<file path="config.mk">
export PLATFORM = sky130hd
export DESIGN_NAME = gsi_status_irq_unit
export DESIGN_NICKNAME = d
export VERILOG_FILES = /design/src/gsi_pkg.sv /design/src/gsi_status_irq_unit.sv /design/src/gsi_cmd_level.sv
export SDC_FILE = /design/constraint.sdc
export NUM_CORES = 1
export LEC_CHECK = 0
export BUFFER_PORTS_ARGS = -buffer_cell sky130_fd_sc_hd__buf_2
export CORE_UTILIZATION = 48
export CTS_BUF_LIST = sky130_fd_sc_hd__clkbuf_16
export DETAILED_ROUTE_END_ITERATION = 10
export PLACE_DENSITY = 0.84
export SETUP_SLACK_MARGIN = 0.3
export SLEW_MARGIN = 25
export SYNTH_ARGS = -nofsm -noshare
export SYNTH_HDL_FRONTEND = slang
export SYNTH_SLANG_ARGS = --single-unit
</file>
<file path="constraint.sdc">
create_clock -name core_clk_in -period 1.9 [get_ports core_clk_in]
set_input_delay 0.19 -clock core_clk_in [delete_from_list [all_inputs] [get_ports core_clk_in]]
set_output_delay 0.19 -clock core_clk_in [all_outputs]
set_load 0.02 [all_outputs]
</file>
<file path="src/gsi_pkg.sv">
// shared constants and types of the graphics status and interrupt unit
package gsi_pkg;

    // ****************************************
    // register offsets (byte addresses)
    // ****************************************
    localparam logic [4:0] GSI_OFS_STATUS = 5'h00;
    localparam logic [4:0] GSI_OFS_IRQ_ENABLE = 5'h04;
    localparam logic [4:0] GSI_OFS_IRQ_FLAGS = 5'h08;
    localparam logic [4:0] GSI_OFS_W1_LOW = 5'h0c;
    localparam logic [4:0] GSI_OFS_W1_HIGH = 5'h10;
    localparam logic [4:0] GSI_OFS_FIFO_CTRL = 5'h14;

    // ****************************************
    // field positions
    // ****************************************
    localparam int GSI_BIT_ANY_UNIT = 15;
    localparam int GSI_BIT_INFLATE = 7;
    localparam int GSI_BIT_RECT_COPY = 6;
    localparam int GSI_BIT_CHAR = 5;
    localparam int GSI_BIT_VBLANK = 4;
    localparam int GSI_BIT_HBLANK = 3;
    localparam int GSI_BIT_WATERMARK = 2;
    localparam int GSI_BIT_FIFO_FULL = 1;
    localparam int GSI_BIT_FIFO_EMPTY = 0;
    localparam int GSI_WMK_LSB = 8;
    localparam int GSI_CNT_LSB = 0;

    // ****************************************
    // widths, masks and reset values
    // ****************************************
    localparam int GSI_CNT_W = 5;
    localparam logic [4:0] GSI_FIFO_DEPTH = 5'h10;
    localparam logic [15:0] GSI_IE_MASK = 16'h80ff;
    localparam logic [15:0] GSI_IE_RESET = 16'h0000;
    localparam logic [7:0] GSI_FLAG_RESET = 8'h00;
    localparam logic [23:0] GSI_W1_RESET = 24'h000000;
    localparam logic [4:0] GSI_WMK_RESET = 5'h00;
    localparam logic [31:0] GSI_RDATA_ZERO = 32'h00000000;

    // ****************************************
    // types
    // ****************************************
    typedef struct packed {
        logic inflate;
        logic rect_copy;
        logic char_draw;
    } gsi_unit_busy_type;

    typedef struct packed {
        logic vblank;
        logic hblank;
    } gsi_blank_type;

    typedef enum logic [0:0] {
        GSI_BUS_IDLE = 1'b0,
        GSI_BUS_ACK = 1'b1
    } gsi_bus_state_type;

endpackage

</file>
<file path="src/gsi_status_irq_unit.sv">
// graphics status, sticky interrupt flags, enables and work area 1 address
//
// Decided for this implementation: the address map and the Avalon-MM interface to the registers.
`timescale 1ns/1ps
module gsi_status_irq_unit
    import gsi_pkg::*;
(
    input wire logic core_clk_in,
    input wire logic rst_in,
    input wire logic [4:0] avs_address_in,
    input wire logic avs_read_in,
    input wire logic avs_write_in,
    input wire logic [31:0] avs_writedata_in,
    input wire logic [3:0] avs_byteenable_in,
    output logic [31:0] avs_readdata_out,
    output logic avs_waitrequest_out,
    input wire gsi_unit_busy_type unit_busy_in,
    input wire gsi_blank_type blank_in,
    input wire logic cmd_push_in,
    input wire logic cmd_pop_in,
    output logic cmd_fifo_full_out,
    output logic cmd_fifo_empty_out,
    output logic cmd_accepted_out,
    output logic [23:0] work_area1_start_out,
    output logic irq_out
);

    // ****************************************
    // state
    // ****************************************
    typedef struct packed {
        gsi_bus_state_type bus_state;
        logic waitrequest;
        logic [31:0] readdata;
        logic [15:0] irq_enable;
        logic [7:0] flags;
        logic [23:0] work_area1_start;
        logic [GSI_CNT_W-1:0] cmd_watermark_level;
        gsi_unit_busy_type busy_prev;
        logic full_prev;
        logic empty_prev;
        logic [GSI_CNT_W-1:0] count_prev;
        logic irq;
    } gsi_main_state_type;

    gsi_main_state_type state_reg;
    gsi_main_state_type state_next;

    logic [GSI_CNT_W-1:0] cmd_count;
    logic cmd_full;
    logic cmd_empty;
    logic cmd_accepted;

    // ****************************************
    // command fifo occupancy
    // ****************************************
    gsi_cmd_level u_cmd_level (
        .core_clk_in(core_clk_in),
        .rst_in(rst_in),
        .push_in(cmd_push_in),
        .pop_in(cmd_pop_in),
        .count_out(cmd_count),
        .full_out(cmd_full),
        .empty_out(cmd_empty),
        .accepted_out(cmd_accepted)
    );

    // ****************************************
    // live status and events
    // ****************************************
    logic below_watermark;
    logic watermark_event;
    logic [15:0] status_word;
    logic [15:0] flags_word;
    logic [15:0] fifo_ctrl_word;
    logic [7:0] set_events;

    always_comb
    begin
        below_watermark = (state_reg.cmd_watermark_level != 5'h00)
            && (cmd_count < state_reg.cmd_watermark_level);
        watermark_event = (state_reg.cmd_watermark_level != 5'h00)
            && (state_reg.count_prev == state_reg.cmd_watermark_level)
            && (cmd_count == state_reg.cmd_watermark_level - 5'h01);

        status_word = 16'h0000;
        status_word[GSI_BIT_ANY_UNIT] = unit_busy_in.inflate | unit_busy_in.rect_copy
            | unit_busy_in.char_draw;
        status_word[GSI_BIT_INFLATE] = unit_busy_in.inflate;
        status_word[GSI_BIT_RECT_COPY] = unit_busy_in.rect_copy;
        status_word[GSI_BIT_CHAR] = unit_busy_in.char_draw;
        status_word[GSI_BIT_VBLANK] = blank_in.vblank;
        status_word[GSI_BIT_HBLANK] = blank_in.hblank;
        status_word[GSI_BIT_WATERMARK] = below_watermark;
        status_word[GSI_BIT_FIFO_FULL] = cmd_full;
        status_word[GSI_BIT_FIFO_EMPTY] = cmd_empty;

        set_events = 8'h00;
        set_events[GSI_BIT_INFLATE] = state_reg.busy_prev.inflate && !unit_busy_in.inflate;
        set_events[GSI_BIT_RECT_COPY] = state_reg.busy_prev.rect_copy && !unit_busy_in.rect_copy;
        set_events[GSI_BIT_CHAR] = state_reg.busy_prev.char_draw && !unit_busy_in.char_draw;
        set_events[GSI_BIT_VBLANK] = blank_in.vblank;
        set_events[GSI_BIT_HBLANK] = blank_in.hblank;
        set_events[GSI_BIT_WATERMARK] = watermark_event;
        set_events[GSI_BIT_FIFO_FULL] = cmd_full && !state_reg.full_prev;
        set_events[GSI_BIT_FIFO_EMPTY] = cmd_empty && !state_reg.empty_prev;

        flags_word = 16'h0000;
        flags_word[7:0] = state_reg.flags;
        flags_word[GSI_BIT_ANY_UNIT] = state_reg.flags[GSI_BIT_INFLATE]
            | state_reg.flags[GSI_BIT_RECT_COPY] | state_reg.flags[GSI_BIT_CHAR];

        fifo_ctrl_word = 16'h0000;
        fifo_ctrl_word[GSI_WMK_LSB +: GSI_CNT_W] = state_reg.cmd_watermark_level;
        fifo_ctrl_word[GSI_CNT_LSB +: GSI_CNT_W] = cmd_count;
    end

    // ****************************************
    // register read mux
    // ****************************************
    logic [15:0] read_word;

    always_comb
    begin
        if (avs_address_in == GSI_OFS_STATUS)
        begin
            read_word = status_word;
        end
        else if (avs_address_in == GSI_OFS_IRQ_ENABLE)
        begin
            read_word = state_reg.irq_enable;
        end
        else if (avs_address_in == GSI_OFS_IRQ_FLAGS)
        begin
            read_word = flags_word;
        end
        else if (avs_address_in == GSI_OFS_W1_LOW)
        begin
            read_word = state_reg.work_area1_start[15:0];
        end
        else if (avs_address_in == GSI_OFS_W1_HIGH)
        begin
            read_word = {8'h00, state_reg.work_area1_start[23:16]};
        end
        else if (avs_address_in == GSI_OFS_FIFO_CTRL)
        begin
            read_word = fifo_ctrl_word;
        end
        else
        begin
            read_word = 16'h0000;
        end
    end

    // ****************************************
    // byte-lane write mask
    // ****************************************
    logic [15:0] lane_mask;
    logic [15:0] wdata;
    logic write_take;

    always_comb
    begin
        lane_mask = {{8{avs_byteenable_in[1]}}, {8{avs_byteenable_in[0]}}};
        wdata = avs_writedata_in[15:0];
        write_take = avs_write_in && (state_reg.bus_state == GSI_BUS_ACK);
    end

    // ****************************************
    // next state
    // ****************************************
    always_comb
    begin
        logic [7:0] clear_bits;
        logic [15:0] flag_pending;
        clear_bits = 8'h00;
        flag_pending = 16'h0000;
        state_next = state_reg;

        // bus handshake: one wait cycle, answer in the next
        case (state_reg.bus_state)
            GSI_BUS_IDLE:
            begin
                if (avs_read_in || avs_write_in)
                begin
                    state_next.bus_state = GSI_BUS_ACK;
                    state_next.waitrequest = 1'b0;
                    state_next.readdata = avs_read_in ? {16'h0000, read_word} : GSI_RDATA_ZERO;
                end
            end
            GSI_BUS_ACK:
            begin
                state_next.bus_state = GSI_BUS_IDLE;
                state_next.waitrequest = 1'b1;
                state_next.readdata = GSI_RDATA_ZERO;
            end
            default:
            begin
                state_next.bus_state = GSI_BUS_IDLE;
                state_next.waitrequest = 1'b1;
            end
        endcase

        // register writes
        if (write_take)
        begin
            if (avs_address_in == GSI_OFS_IRQ_ENABLE)
            begin
                state_next.irq_enable = ((state_reg.irq_enable & ~lane_mask)
                    | (wdata & lane_mask)) & GSI_IE_MASK;
            end
            else if (avs_address_in == GSI_OFS_IRQ_FLAGS)
            begin
                clear_bits = lane_mask[7:0] & ~wdata[7:0];
            end
            else if (avs_address_in == GSI_OFS_W1_LOW)
            begin
                state_next.work_area1_start[15:0] = (state_reg.work_area1_start[15:0] & ~lane_mask)
                    | (wdata & lane_mask);
            end
            else if (avs_address_in == GSI_OFS_W1_HIGH)
            begin
                if (avs_byteenable_in[0])
                begin
                    state_next.work_area1_start[23:16] = wdata[7:0];
                end
            end
            else if (avs_address_in == GSI_OFS_FIFO_CTRL)
            begin
                if (avs_byteenable_in[1])
                begin
                    state_next.cmd_watermark_level = wdata[GSI_WMK_LSB +: GSI_CNT_W];
                end
            end
        end

        // sticky flags: a set in the clearing cycle wins
        state_next.flags = (state_reg.flags & ~clear_bits) | set_events;

        // edge history
        state_next.busy_prev = unit_busy_in;
        state_next.full_prev = cmd_full;
        state_next.empty_prev = cmd_empty;
        state_next.count_prev = cmd_count;

        // interrupt request from the next flag image
        flag_pending[7:0] = state_next.flags;
        flag_pending[GSI_BIT_ANY_UNIT] = state_next.flags[GSI_BIT_INFLATE]
            | state_next.flags[GSI_BIT_RECT_COPY] | state_next.flags[GSI_BIT_CHAR];
        state_next.irq = |(flag_pending & state_next.irq_enable);
    end

    // ****************************************
    // registers
    // ****************************************
    always_ff @(posedge core_clk_in)
    begin
        if (rst_in)
        begin
            state_reg.bus_state <= GSI_BUS_IDLE;
            state_reg.waitrequest <= 1'b1;
            state_reg.readdata <= GSI_RDATA_ZERO;
            state_reg.irq_enable <= GSI_IE_RESET;
            state_reg.flags <= GSI_FLAG_RESET;
            state_reg.work_area1_start <= GSI_W1_RESET;
            state_reg.cmd_watermark_level <= GSI_WMK_RESET;
            state_reg.busy_prev <= '{inflate: 1'b0, rect_copy: 1'b0, char_draw: 1'b0};
            state_reg.full_prev <= 1'b0;
            state_reg.empty_prev <= 1'b1;
            state_reg.count_prev <= 5'h00;
            state_reg.irq <= 1'b0;
        end
        else
        begin
            state_reg <= state_next;
        end
    end

    // ****************************************
    // outputs
    // ****************************************
    assign avs_readdata_out = state_reg.readdata;
    assign avs_waitrequest_out = state_reg.waitrequest;
    assign work_area1_start_out = state_reg.work_area1_start;
    assign irq_out = state_reg.irq;
    assign cmd_fifo_full_out = cmd_full;
    assign cmd_fifo_empty_out = cmd_empty;
    assign cmd_accepted_out = cmd_accepted;

endmodule

</file>
<file path="src/gsi_cmd_level.sv">
// command fifo occupancy tracker with full, empty and push accepted indication
`timescale 1ns/1ps
module gsi_cmd_level
    import gsi_pkg::*;
(
    input wire logic core_clk_in,
    input wire logic rst_in,
    input wire logic push_in,
    input wire logic pop_in,
    output logic [GSI_CNT_W-1:0] count_out,
    output logic full_out,
    output logic empty_out,
    output logic accepted_out
);

    // ****************************************
    // state
    // ****************************************
    typedef struct packed {
        logic [GSI_CNT_W-1:0] count;
        logic full;
        logic empty;
        logic accepted;
    } gsi_level_state_type;

    gsi_level_state_type state_reg;
    gsi_level_state_type state_next;

    // ****************************************
    // occupancy update
    // ****************************************
    always_comb
    begin
        logic do_push;
        logic do_pop;
        do_push = 1'b0;
        do_pop = 1'b0;
        state_next = state_reg;
        do_push = push_in && !state_reg.full;
        do_pop = pop_in && !state_reg.empty;
        if (do_push && !do_pop)
        begin
            state_next.count = state_reg.count + 5'h01;
        end
        else if (do_pop && !do_push)
        begin
            state_next.count = state_reg.count - 5'h01;
        end
        state_next.full = (state_next.count == GSI_FIFO_DEPTH);
        state_next.empty = (state_next.count == 5'h00);
        state_next.accepted = do_push;
    end

    always_ff @(posedge core_clk_in)
    begin
        if (rst_in)
        begin
            state_reg <= '{count: 5'h00, full: 1'b0, empty: 1'b1, accepted: 1'b0};
        end
        else
        begin
            state_reg <= state_next;
        end
    end

    assign count_out = state_reg.count;
    assign full_out = state_reg.full;
    assign empty_out = state_reg.empty;
    assign accepted_out = state_reg.accepted;

endmodule

</file>
==> summary.txt, run 1 <==
Run status
  • Status: finished with violations
  • Failing checks: negative setup slack

Route
  • Vias: 3692
  • TritonRoute pass-1 iters: 5
  • DRC: 0
  • Number of vias per cell: 5.569
  • Final wirelength: 11080 µm
  • Starting DRT DRC Count: 240
  • Post-route ant nets: 0
  • Wirelength per Cell: 16.71 µm

Critical path
  • CP required: 2.13 ns
  • Max stage delay on crit path: 0.34 ns
  • CP Launch Type: register
  • Crit path top cell by count: buf_4
  • Critical Path AT: 2.20 ns
  • R2R Setup Slk: -0.07 ns
  • Worst Path Max Fanout: 3
  • CP startpoint: fifo_ctrl_word[9]
  • Buffers & Inverters on Critical Path: 3
  • Slowest CP cell: dfxtp_2
  • CP Cell Sequence: inv_2 > ha_4 > buf_4 > xnor2_1 > a21oi_2 > a32oi_1 > o31ai_2 > buf_4 > a221o_1
  • Setup CP Type: register to register
  • R2R Path Start: fifo_ctrl_word[9]
  • Crit end category: register
  • Delay-heaviest family, CP: compound AO/OA/AOI/OAI gates

Synthesis
  • Syn Std Cell Area: 0.004274 mm²
  • Ys flop type: dfxtp_1
  • Asr flop ratio synth: 0%
  • Syn avg cell area: 8.923 µm²
  • Cells after Synth: 479
  • Cell accounting for the most synthesized area: dfxtp_1
  • Synth area leaders: dfxtp_1, mux2i_1, buf_4
  • Yosys warns: 0
  • Most frequent cells after synthesis: dfxtp_1, nor2_1, buf_4, mux2i_1, a21oi_1
  • Post-synth EDFFs: 0
  • Yosys top cell area share: 38.88%
  • Synth cell types: 56
  • Sequential-to-total area share from yosys stat: 38.88%
  • Seq cells post-synth: 83
  • Count leader, synth: dfxtp_1

CTS
  • Root Buffer: clkbuf_16
  • H-tree levels: 3
  • Worst-skew pair later-pin latency: 0.34 ns
  • Clock Sinks: 83
  • Post-CTS Hold Buffers: 0
  • Clock Tree Buf Depth: 2
  • CTS buffer count: 9
  • CTS tree: built
  • Clock transition at path regs: 0.06 ns

STA
  • Clk_skew: 0.008377 ns
  • RSZ-0062 raised after global routing: yes
  • Hold Fails Final Rpt: 0
  • Fmax: 508.2 MHz
  • Max-slew violation count: 0
  • Setup WS post-layout: -0.06790 ns
  • Final Cycle Share: 103.6%
  • Least-Margin Pin Slew: 0.5540 ns
  • Rel. slew slack: 63.07%
  • Min cycle time layout: 1.968 ns
  • Final setup viols: 1

Flow run
  • Max_cap viols: 0

Floorplanning
  • # IOs: 113
  • Die X: 96.36 µm
  • Initial core utilization: 49.25%
  • Die footprint: 0.009285 mm²
  • Core Region: 0.008678 mm²
  • DIE HEIGHT: 96.36 µm
  • Number of core rows: 34

Placement
  • Detailed placer's ending HPWL: 7914 µm
  • PortBufs: 78
  • RePlAce Congestion: 0.8859

Finish
  • Util after Layout: 60.68%
  • Final net count: 610
  • Antenna diode count: 0
  • Largest register FFs: 24
  • Area grow syn2layout: 23.21%
  • Layout cells sized above 1: 35.68%

Power
  • LEAKAGE: 2.423 nW
  • Pwr Total: 0.004569 W
  • P per Cell Area: 867.6 mW/mm²
  • Max VDD drop: 0.4297 mV

Global route
  • Remaining Overflow, GRT: 0
  • Pin count of the biggest net entering global routing: 29
  • First-pass GRT wire length: 17030 µm
  • Gr usage total: 24.61%
  • Initial antenna violation count: 0
  • Vias in the first global route: 3515

Min path
  • Min-Delay Path Class: input pin to register
  • Worst Min Path Start: avs_writedata_in[13]
[per-layer routing]
layer | part of all wire (%) | wire length (µm) | vias to the layer above | GRT usage [%]
met4 | 2.8 | 312 | 0 | 11.03
met5 | 0 | 0 | - | 0
met3 | 7.4 | 821 | 31 | 6.240
met1 | 43 | 4740 | 1733 | 29.79
met2 | 47 | 5206 | 179 | 41.02
li1 | - | - | 1749 | -
[placed cells by master (no fill, tap or decap), types with 7 or more instances in the layout]
master     Yosys  routed
clkbuf_16      0       9
buf_2          4      78
dfxtp_1       83      74
mux2i_1       43      43
buf_4         56      42
xnor2_1        9       7
a22o_1         8       8
nand2_1       16      16
nor2b_1        9       7
nor2_1        74      73
o21ai_0       12       9
conb_1         1      16
a21oi_1       20      17
inv_1         13       9
[worst register-to-register path: stages, from the launching register on]
cell	delay, ns
dfxtp_2	0.34
inv_2	0.05
ha_4	0.15
buf_4	0.14
xnor2_1	0.22
a21oi_2	0.10
a32oi_1	0.26
o31ai_2	0.14
buf_4	0.16
a221o_1	0.30
[worst paths after layout]
kind | to | depth (start not counted)
worst min register to register | avs_readdata_out[6] | 2
worst max register to register | irq_out | 9
worst min-delay path | work_area1_start_out[13] | 3
worst max-delay path | irq_out | 9
[metrics by stage]
stage               area, µm²  hold slack, ns  setup TNS, ns  instances  setup slack, ns
floorplan                4382          0.3142       -0.05997        494         -0.05997
global placement         4687          0.4248        -0.1017        642          -0.1017
detailed placement       4687          0.4421        -0.1285        642          -0.1285
CTS                      5124         0.09340              0        662          0.01204
global route             5266          0.1138       -0.08344        663         -0.08344
finish                   5266          0.1019       -0.06790        663         -0.06790
[logic make-up after synthesis]
group                      synth area share, %
AOI/OAI and AO/OA                        12.21
xor gates and xnor gates                 2.664
adders and majority gates                2.342
buffers and inverters                    13.06
DFF                                      38.88
muxes                                    12.53
other                                  0.08774
and+or+nand+nor                          18.24
[power breakdown]
group	internal [W]	total, W	leakage [nW]	switching (W)
Clock	0.00128	0.00200	0.163	0.000715
Sequential	0.00181	0.00188	0.678	0.0000749
Combinational	0.000310	0.000688	1.58	0.000378
Total	0.00340	0.00457	2.42	0.00117
[final cells by class]
| type | count | area [µm²] |
|---|---|---|
| tap | 108 | 135.1 |
| fill | 705 | 3412 |
| clock inverter | 7 | 115.1 |
| inverter | 13 | 48.80 |
| sequential | 83 | 1683 |
| clock buffer | 9 | 225.2 |
| timing repair buffer | 123 | 748.2 |
| multi-input combinational | 320 | 2311 |
[what timing repair did]
action / in CTS / in global routing
resized for setup: 21 / 34
endpoints found under the setup margin: 6 / 22
pin swaps: 16 / 20
setup buffers: 4 / 1
No activity file was read; power rests on OpenSTA's default activity.
==> run 2: changes to the inputs <==
==> constraint.sdc (replaced) <==
create_clock -name core_clk_in -period 1.9 [get_ports core_clk_in]
set_input_delay 0.095 -clock core_clk_in [delete_from_list [all_inputs] [get_ports core_clk_in]]
set_output_delay 0.095 -clock core_clk_in [all_outputs]
set_load 0.02 [all_outputs]
==> run 2 against run 1 <==
  * The flow still finishes with violations (negative setup slack)
  * Design area up 0.90%
  * Via count up 1.8%
  * Hold slack worse by 0.098 ns
  * Routed wire length up 3.2%
  * Critical endpoint unchanged
==> summary.txt, run 2 (synthesized netlist as in run 1, its figures left out) <==
STA
  • Min cycle time layout: 1.948 ns
  • Final setup viols: 1
  • RSZ-0062 raised after global routing: yes
  • Hold Fails Final Rpt: 0
  • Clk_skew: 0.006155 ns
  • Final Cycle Share: 102.5%
  • Setup WS post-layout: -0.04769 ns
  • Fmax: 513.4 MHz
  • Max-slew violation count: 0
  • Setup TNS: -0.04769 ns

Global route
  • Remaining Overflow, GRT: 0
  • Gr usage total: 24.58%
  • Pin count of the biggest net entering global routing: 30
  • Initial antenna violation count: 0
  • Vias in the first global route: 3404
  • First-pass GRT wire length: 16980 µm

Power
  • Max VDD drop: 0.4577 mV
  • LEAKAGE: 2.445 nW
  • P per Cell Area: 849.0 mW/mm²

Floorplanning
  • Number of core rows: 34
  • Die X: 96.36 µm
  • Die footprint: 0.009285 mm²
  • DIE HEIGHT: 96.36 µm
  • Initial core utilization: 49.25%
  • Core Region: 0.008678 mm²
  • # IOs: 113

CTS
  • CTS buffer count: 9
  • CTS tree: built
  • Clock Sinks: 83
  • Worst-skew pair later-pin latency: 0.34 ns
  • H-tree levels: 3
  • Clock transition at path regs: 0.06 ns
  • Clock Tree Buf Depth: 2
  • Root Buffer: clkbuf_16

Run status
  • Failing checks: negative setup slack
  • Status: finished with violations

Critical path
  • R2R Setup Slk: -0.05 ns
  • Worst Path Max Fanout: 4
  • Delay-heaviest family, CP: compound AO/OA/AOI/OAI gates
  • Slowest CP cell: a222oi_1
  • Setup CP Type: register to register
  • CP Launch Type: register
  • Critical Path AT: 2.18 ns
  • Buffers & Inverters on Critical Path: 0
  • Crit end category: register
  • Max stage delay on crit path: 0.35 ns
  • CP Cell Sequence: and4b_2 > nand2_8 > mux2_4 > a222oi_1 > a41oi_1 > a221o_1
  • CP required: 2.13 ns

Route
  • Wirelength per Cell: 17.09 µm
  • Final wirelength: 11440 µm
  • Post-route ant nets: 0
  • TritonRoute pass-1 iters: 6
  • Number of vias per cell: 5.616
  • Vias: 3757
  • DRC: 0
  • Starting DRT DRC Count: 200

Placement
  • Worst slack at placement: -0.1144 ns
  • RePlAce Congestion: 0.9208
  • Detailed placer's ending HPWL: 7913 µm
  • PortBufs: 78

Min path
  • Min-Delay Path Class: input pin to register

Finish
  • Antenna diode count: 0
  • Layout fillers: 713
  • Largest register FFs: 24
  • Final net count: 617
  • Most frequent cells in the layout: buf_2, dfxtp_1, nor2_1
  • Layout cells sized above 1: 36.19%
  • Area grow syn2layout: 24.33%
  • Most common cell after layout, fill and taps aside: buf_2

Flow run
  • Max_cap viols: 0
## run 2: cell types whose count changed in the layout (fill, tap and decap cells not counted), sizes merged
cell,before,now
buf,123,129
inv,14,15
bufinv,3,2
clkinvlp,1,0
dlygate4sd3,0,1
## run 2: repair_timing
action	in CTS	in global routing
hold endpoints to repair	1	0
buffers inserted	7	7
hold buffers	1	0
resized for setup	29	29
pin swaps	16	20
setup endpoints to repair	6	9
## run 2: per-stage QoR
stage,cell area [µm²],power (W),utilization (%),std cells,hold slack [ns]
floorplan,4377,0.002275,-,494,0.2192
global placement,4653,0.002427,53.62,639,0.3301
detailed placement,4653,0.002451,53.62,639,0.3474
CTS,5134,0.004403,59.16,662,0.003698
global route,5314,0.004667,61.23,669,0.01311
finish,5314,0.004511,61.23,669,0.003968
## run 2: where the power goes
part	total, W	internal (W)	switching (W)	leakage [nW]
Sequential	0.00188	0.00181	0.0000738	0.677
Combinational	0.000775	0.000367	0.000408	1.61
Clock	0.00185	0.00115	0.000705	0.156
Total	0.00451	0.00332	0.00119	2.44
## run 2: cell type report
cell class	count	area, µm²	area share [%]
multi-input combinational	320	2320	43.65
sequential	83	1680	31.62
timing repair buffer	130	814.5	15.33
clock buffer	9	225.2	4.238
tap	108	135.1	2.543
clock inverter	6	87.58	1.648
inverter	13	51.30	0.9654
## run 2: worst paths after layout
| check | startpoint | to | cells after the start |
|---|---|---|---|
| worst min-delay path | avs_writedata_in[15] | work_area1_start_out[15] | 3 |
| worst max register to register | state_reg[97] | irq_out | 6 |
| worst max-delay path | state_reg[97] | irq_out | 6 |
| worst min register to register | avs_readdata_out[15] | avs_readdata_out[15] | 2 |
## run 2: layer usage
metal / vias up / track usage [%] / routed length, µm
li1: 1761 / - / -
met1: 1791 / 32.87 / 5026
met2: 175 / 38.59 / 5304
met3: 30 / 4.186 / 811
met4: 0 / 11.27 / 293
met5: - / 0 / 0
## run 2: worst reg2reg max path: cells and delay by family (launching register included)
kind	cells	cell delay, ns
compound gates	3	0.79
flops	1	0.32
mux	1	0.30
simple gates	2	0.42
==> run 3: changes to the inputs <==
- CORE_UTILIZATION: 48 -> 53
- PLACE_DENSITY: 0.84 -> 0.87
- clock period: 1.9 -> 2 ns (I/O delays scaled with it)
==> run 3 against run 2 <==
  * The flow still finishes with violations (negative setup slack)
  * Combinational power decreased by 24%
  * Maximum frequency shrank 9.2%
  * Register-to-register slack worse by 0.098 ns
  * Sequential power down 5%
  * Utilization increased by 3.2 points
  * Global-route usage up 1.8 points
  * Highest routed layer unchanged
==> summary.txt, run 3 (synthesized netlist as in run 1, its figures left out) <==
Floorplanning
  • Initial core utilization: 55.03%
  • Number of core rows: 32
  • DIE HEIGHT: 91.80 µm
  • Die footprint: 0.008427 mm²
  • Die X: 91.80 µm
  • Core Region: 0.007767 mm²
  • # IOs: 113

Route
  • Final wirelength: 11340 µm
  • Starting DRT DRC Count: 308
  • TritonRoute pass-1 iters: 8
  • DRC: 0
  • Vias: 3764
  • Post-route ant nets: 0
  • Number of vias per cell: 5.854
  • Wirelength per Cell: 17.63 µm

Finish
  • Largest register FFs: 24
  • Most common cell after layout, fill and taps aside: buf_2
  • Util after Layout: 64.47%
  • Area grow syn2layout: 17.15%
  • Antenna diode count: 0
  • Layout cells sized above 1: 29.76%
  • Final net count: 597
  • Layout fillers: 628
  • Most frequent cells in the layout: buf_2, dfxtp_1, nor2_1

Critical path
  • Crit Reg-Reg Endpoint: irq_out
  • Max stage delay on crit path: 0.51 ns
  • Critical Path AT: 2.37 ns
  • Setup CP Type: register to register
  • CP Launch Type: register
  • Slowest CP cell: a222oi_1
  • Reg2reg path depth: 6
  • CP Cell Sequence: and4b_2 > nand2_8 > mux2_4 > a222oi_1 > a41oi_2 > a221o_1
  • Crit end category: register
  • CP required: 2.23 ns
  • R2R Setup Slk: -0.15 ns
  • R2R Path Start: state_reg[97]
  • CP startpoint: state_reg[97]
  • Worst Path Max Fanout: 4

CTS
  • Clock Sinks: 83
  • Clock Tree Buf Depth: 2
  • Worst-skew pair later-pin latency: 0.34 ns
  • CTS buffer count: 9
  • H-tree levels: 3
  • Clock transition at path regs: 0.06 ns
  • Root Buffer: clkbuf_16
  • CTS tree: built

Power
  • Clock share of power: 40.3%
  • Part of the power in registers: 44.8%
  • P per Cell Area: 791.3 mW/mm²
  • Internal power: 0.002908 W
  • LEAKAGE: 2.308 nW
  • Net Sw Power: 0.001054 W
  • Switch share: 26.59%
  • Max VDD drop: 0.4205 mV
  • Logic pwr share: 14.9%
  • Pwr Total: 0.003962 W

Placement
  • Detailed placer's ending HPWL: 7686 µm
  • RePlAce Congestion: 0.9294
  • PortBufs: 78

STA
  • Final Cycle Share: 107.3%
  • Rel. slew slack: 50.45%
  • Min cycle time layout: 2.146 ns
  • RSZ-0062 raised after global routing: yes
  • Max-slew violation count: 0
  • Fmax: 466.0 MHz
  • Least-Margin Pin Slew: 0.7364 ns
  • Setup WS post-layout: -0.1458 ns
  • Hold Fails Final Rpt: 0
  • Final setup viols: 1
  • Clk_skew: 0.006004 ns

Global route
  • Initial antenna violation count: 0
  • Remaining Overflow, GRT: 0
  • First-pass GRT wire length: 17150 µm
  • Pin count of the biggest net entering global routing: 32
  • Gr usage total: 26.36%
  • Vias in the first global route: 3491

Flow run
  • Max_cap viols: 0

Min path
  • Worst Hold Path EP: work_area1_start_out[14]
  • Worst Min Path Start: avs_writedata_in[14]
  • Hold Path Stages: 3
  • Min-Delay Path Class: input pin to register

Run status
  • Failing checks: negative setup slack
  • Status: finished with violations
==> run 3: cell count changes in the layout (fill, tap and decap cells not counted), moves of 3 or more <==
cell / before / now
buf_4: 45 / 30
buf_6: 5 / 1
ha_1: 3 / 6
inv_1: 9 / 12
o21ai_0: 9 / 12
==> run 3: stage by stage <==
step                       TNS, ns  hold WS [ns]  std cells  instance area, µm²  setup WS [ns]
after floorplan                  0        0.2242        494                4355        0.05186
after global placement           0        0.3322        622                4544        0.03604
after detailed placement  -0.03087        0.3400        622                4544       -0.03087
after CTS                        0      0.005252        639                4865        0.03457
after global routing       -0.2053       0.02346        643                5007        -0.2053
final                      -0.1458      0.006943        643                5007        -0.1458
==> run 3: what timing repair did <==
action                                  in CTS  in global routing
pin swaps                                    4                  8
buffers inserted                             1                  4
endpoints found under the setup margin       4                 10
hold endpoints to repair                     1                  0
hold buffers                                 1                  0
resized for setup                            7                 24
==> run 3: how the worst max path moves through the flow <==
stage,to,cells past startpoint
3_3_place_gp,irq_out,7
5_1_grt,irq_out,6
2_1_floorplan,irq_out,8
6_report,irq_out,6
4_1_cts,irq_out,6
3_5_place_dp,irq_out,7
==> run 3: power by group through the flow <==
stage / combinational, W / sequential [W] / clock (W)
2_1_floorplan: 0.000355 / 0.00180 / 0
3_3_place_gp: 0.000498 / 0.00180 / 0
3_5_place_dp: 0.000516 / 0.00180 / 0
4_1_cts: 0.000526 / 0.00177 / 0.00161
5_1_grt: 0.000633 / 0.00178 / 0.00170
6_report: 0.000590 / 0.00178 / 0.00160
==> run 3: cell type report <==
type                       count  area, µm²  area share, %
sequential                    83       1673          33.41
timing repair buffer         110      636.9          12.72
tap                          102      127.6          2.549
clock buffer                   9      225.2          4.498
clock inverter                 6      58.81          1.174
inverter                      13      48.80         0.9745
multi-input combinational    320       2237          44.68
==> run 3: per-layer routing <==
metal	vias up	GRT usage, %	routed length, µm
met3	46	7.214	1085
met4	0	11.72	349
li1	1711	-	-
met1	1772	32.33	4513
met5	-	0	0
met2	235	43.23	5388
==> run 3: worst max-delay path: cells and delay by family, from the launching register on <==
family           cells  cell delay, ns
AO/OA/AOI/OAI        3            0.98
AND/OR/NAND/NOR      2            0.41
flip-flops           1            0.32
multiplexers         1            0.32
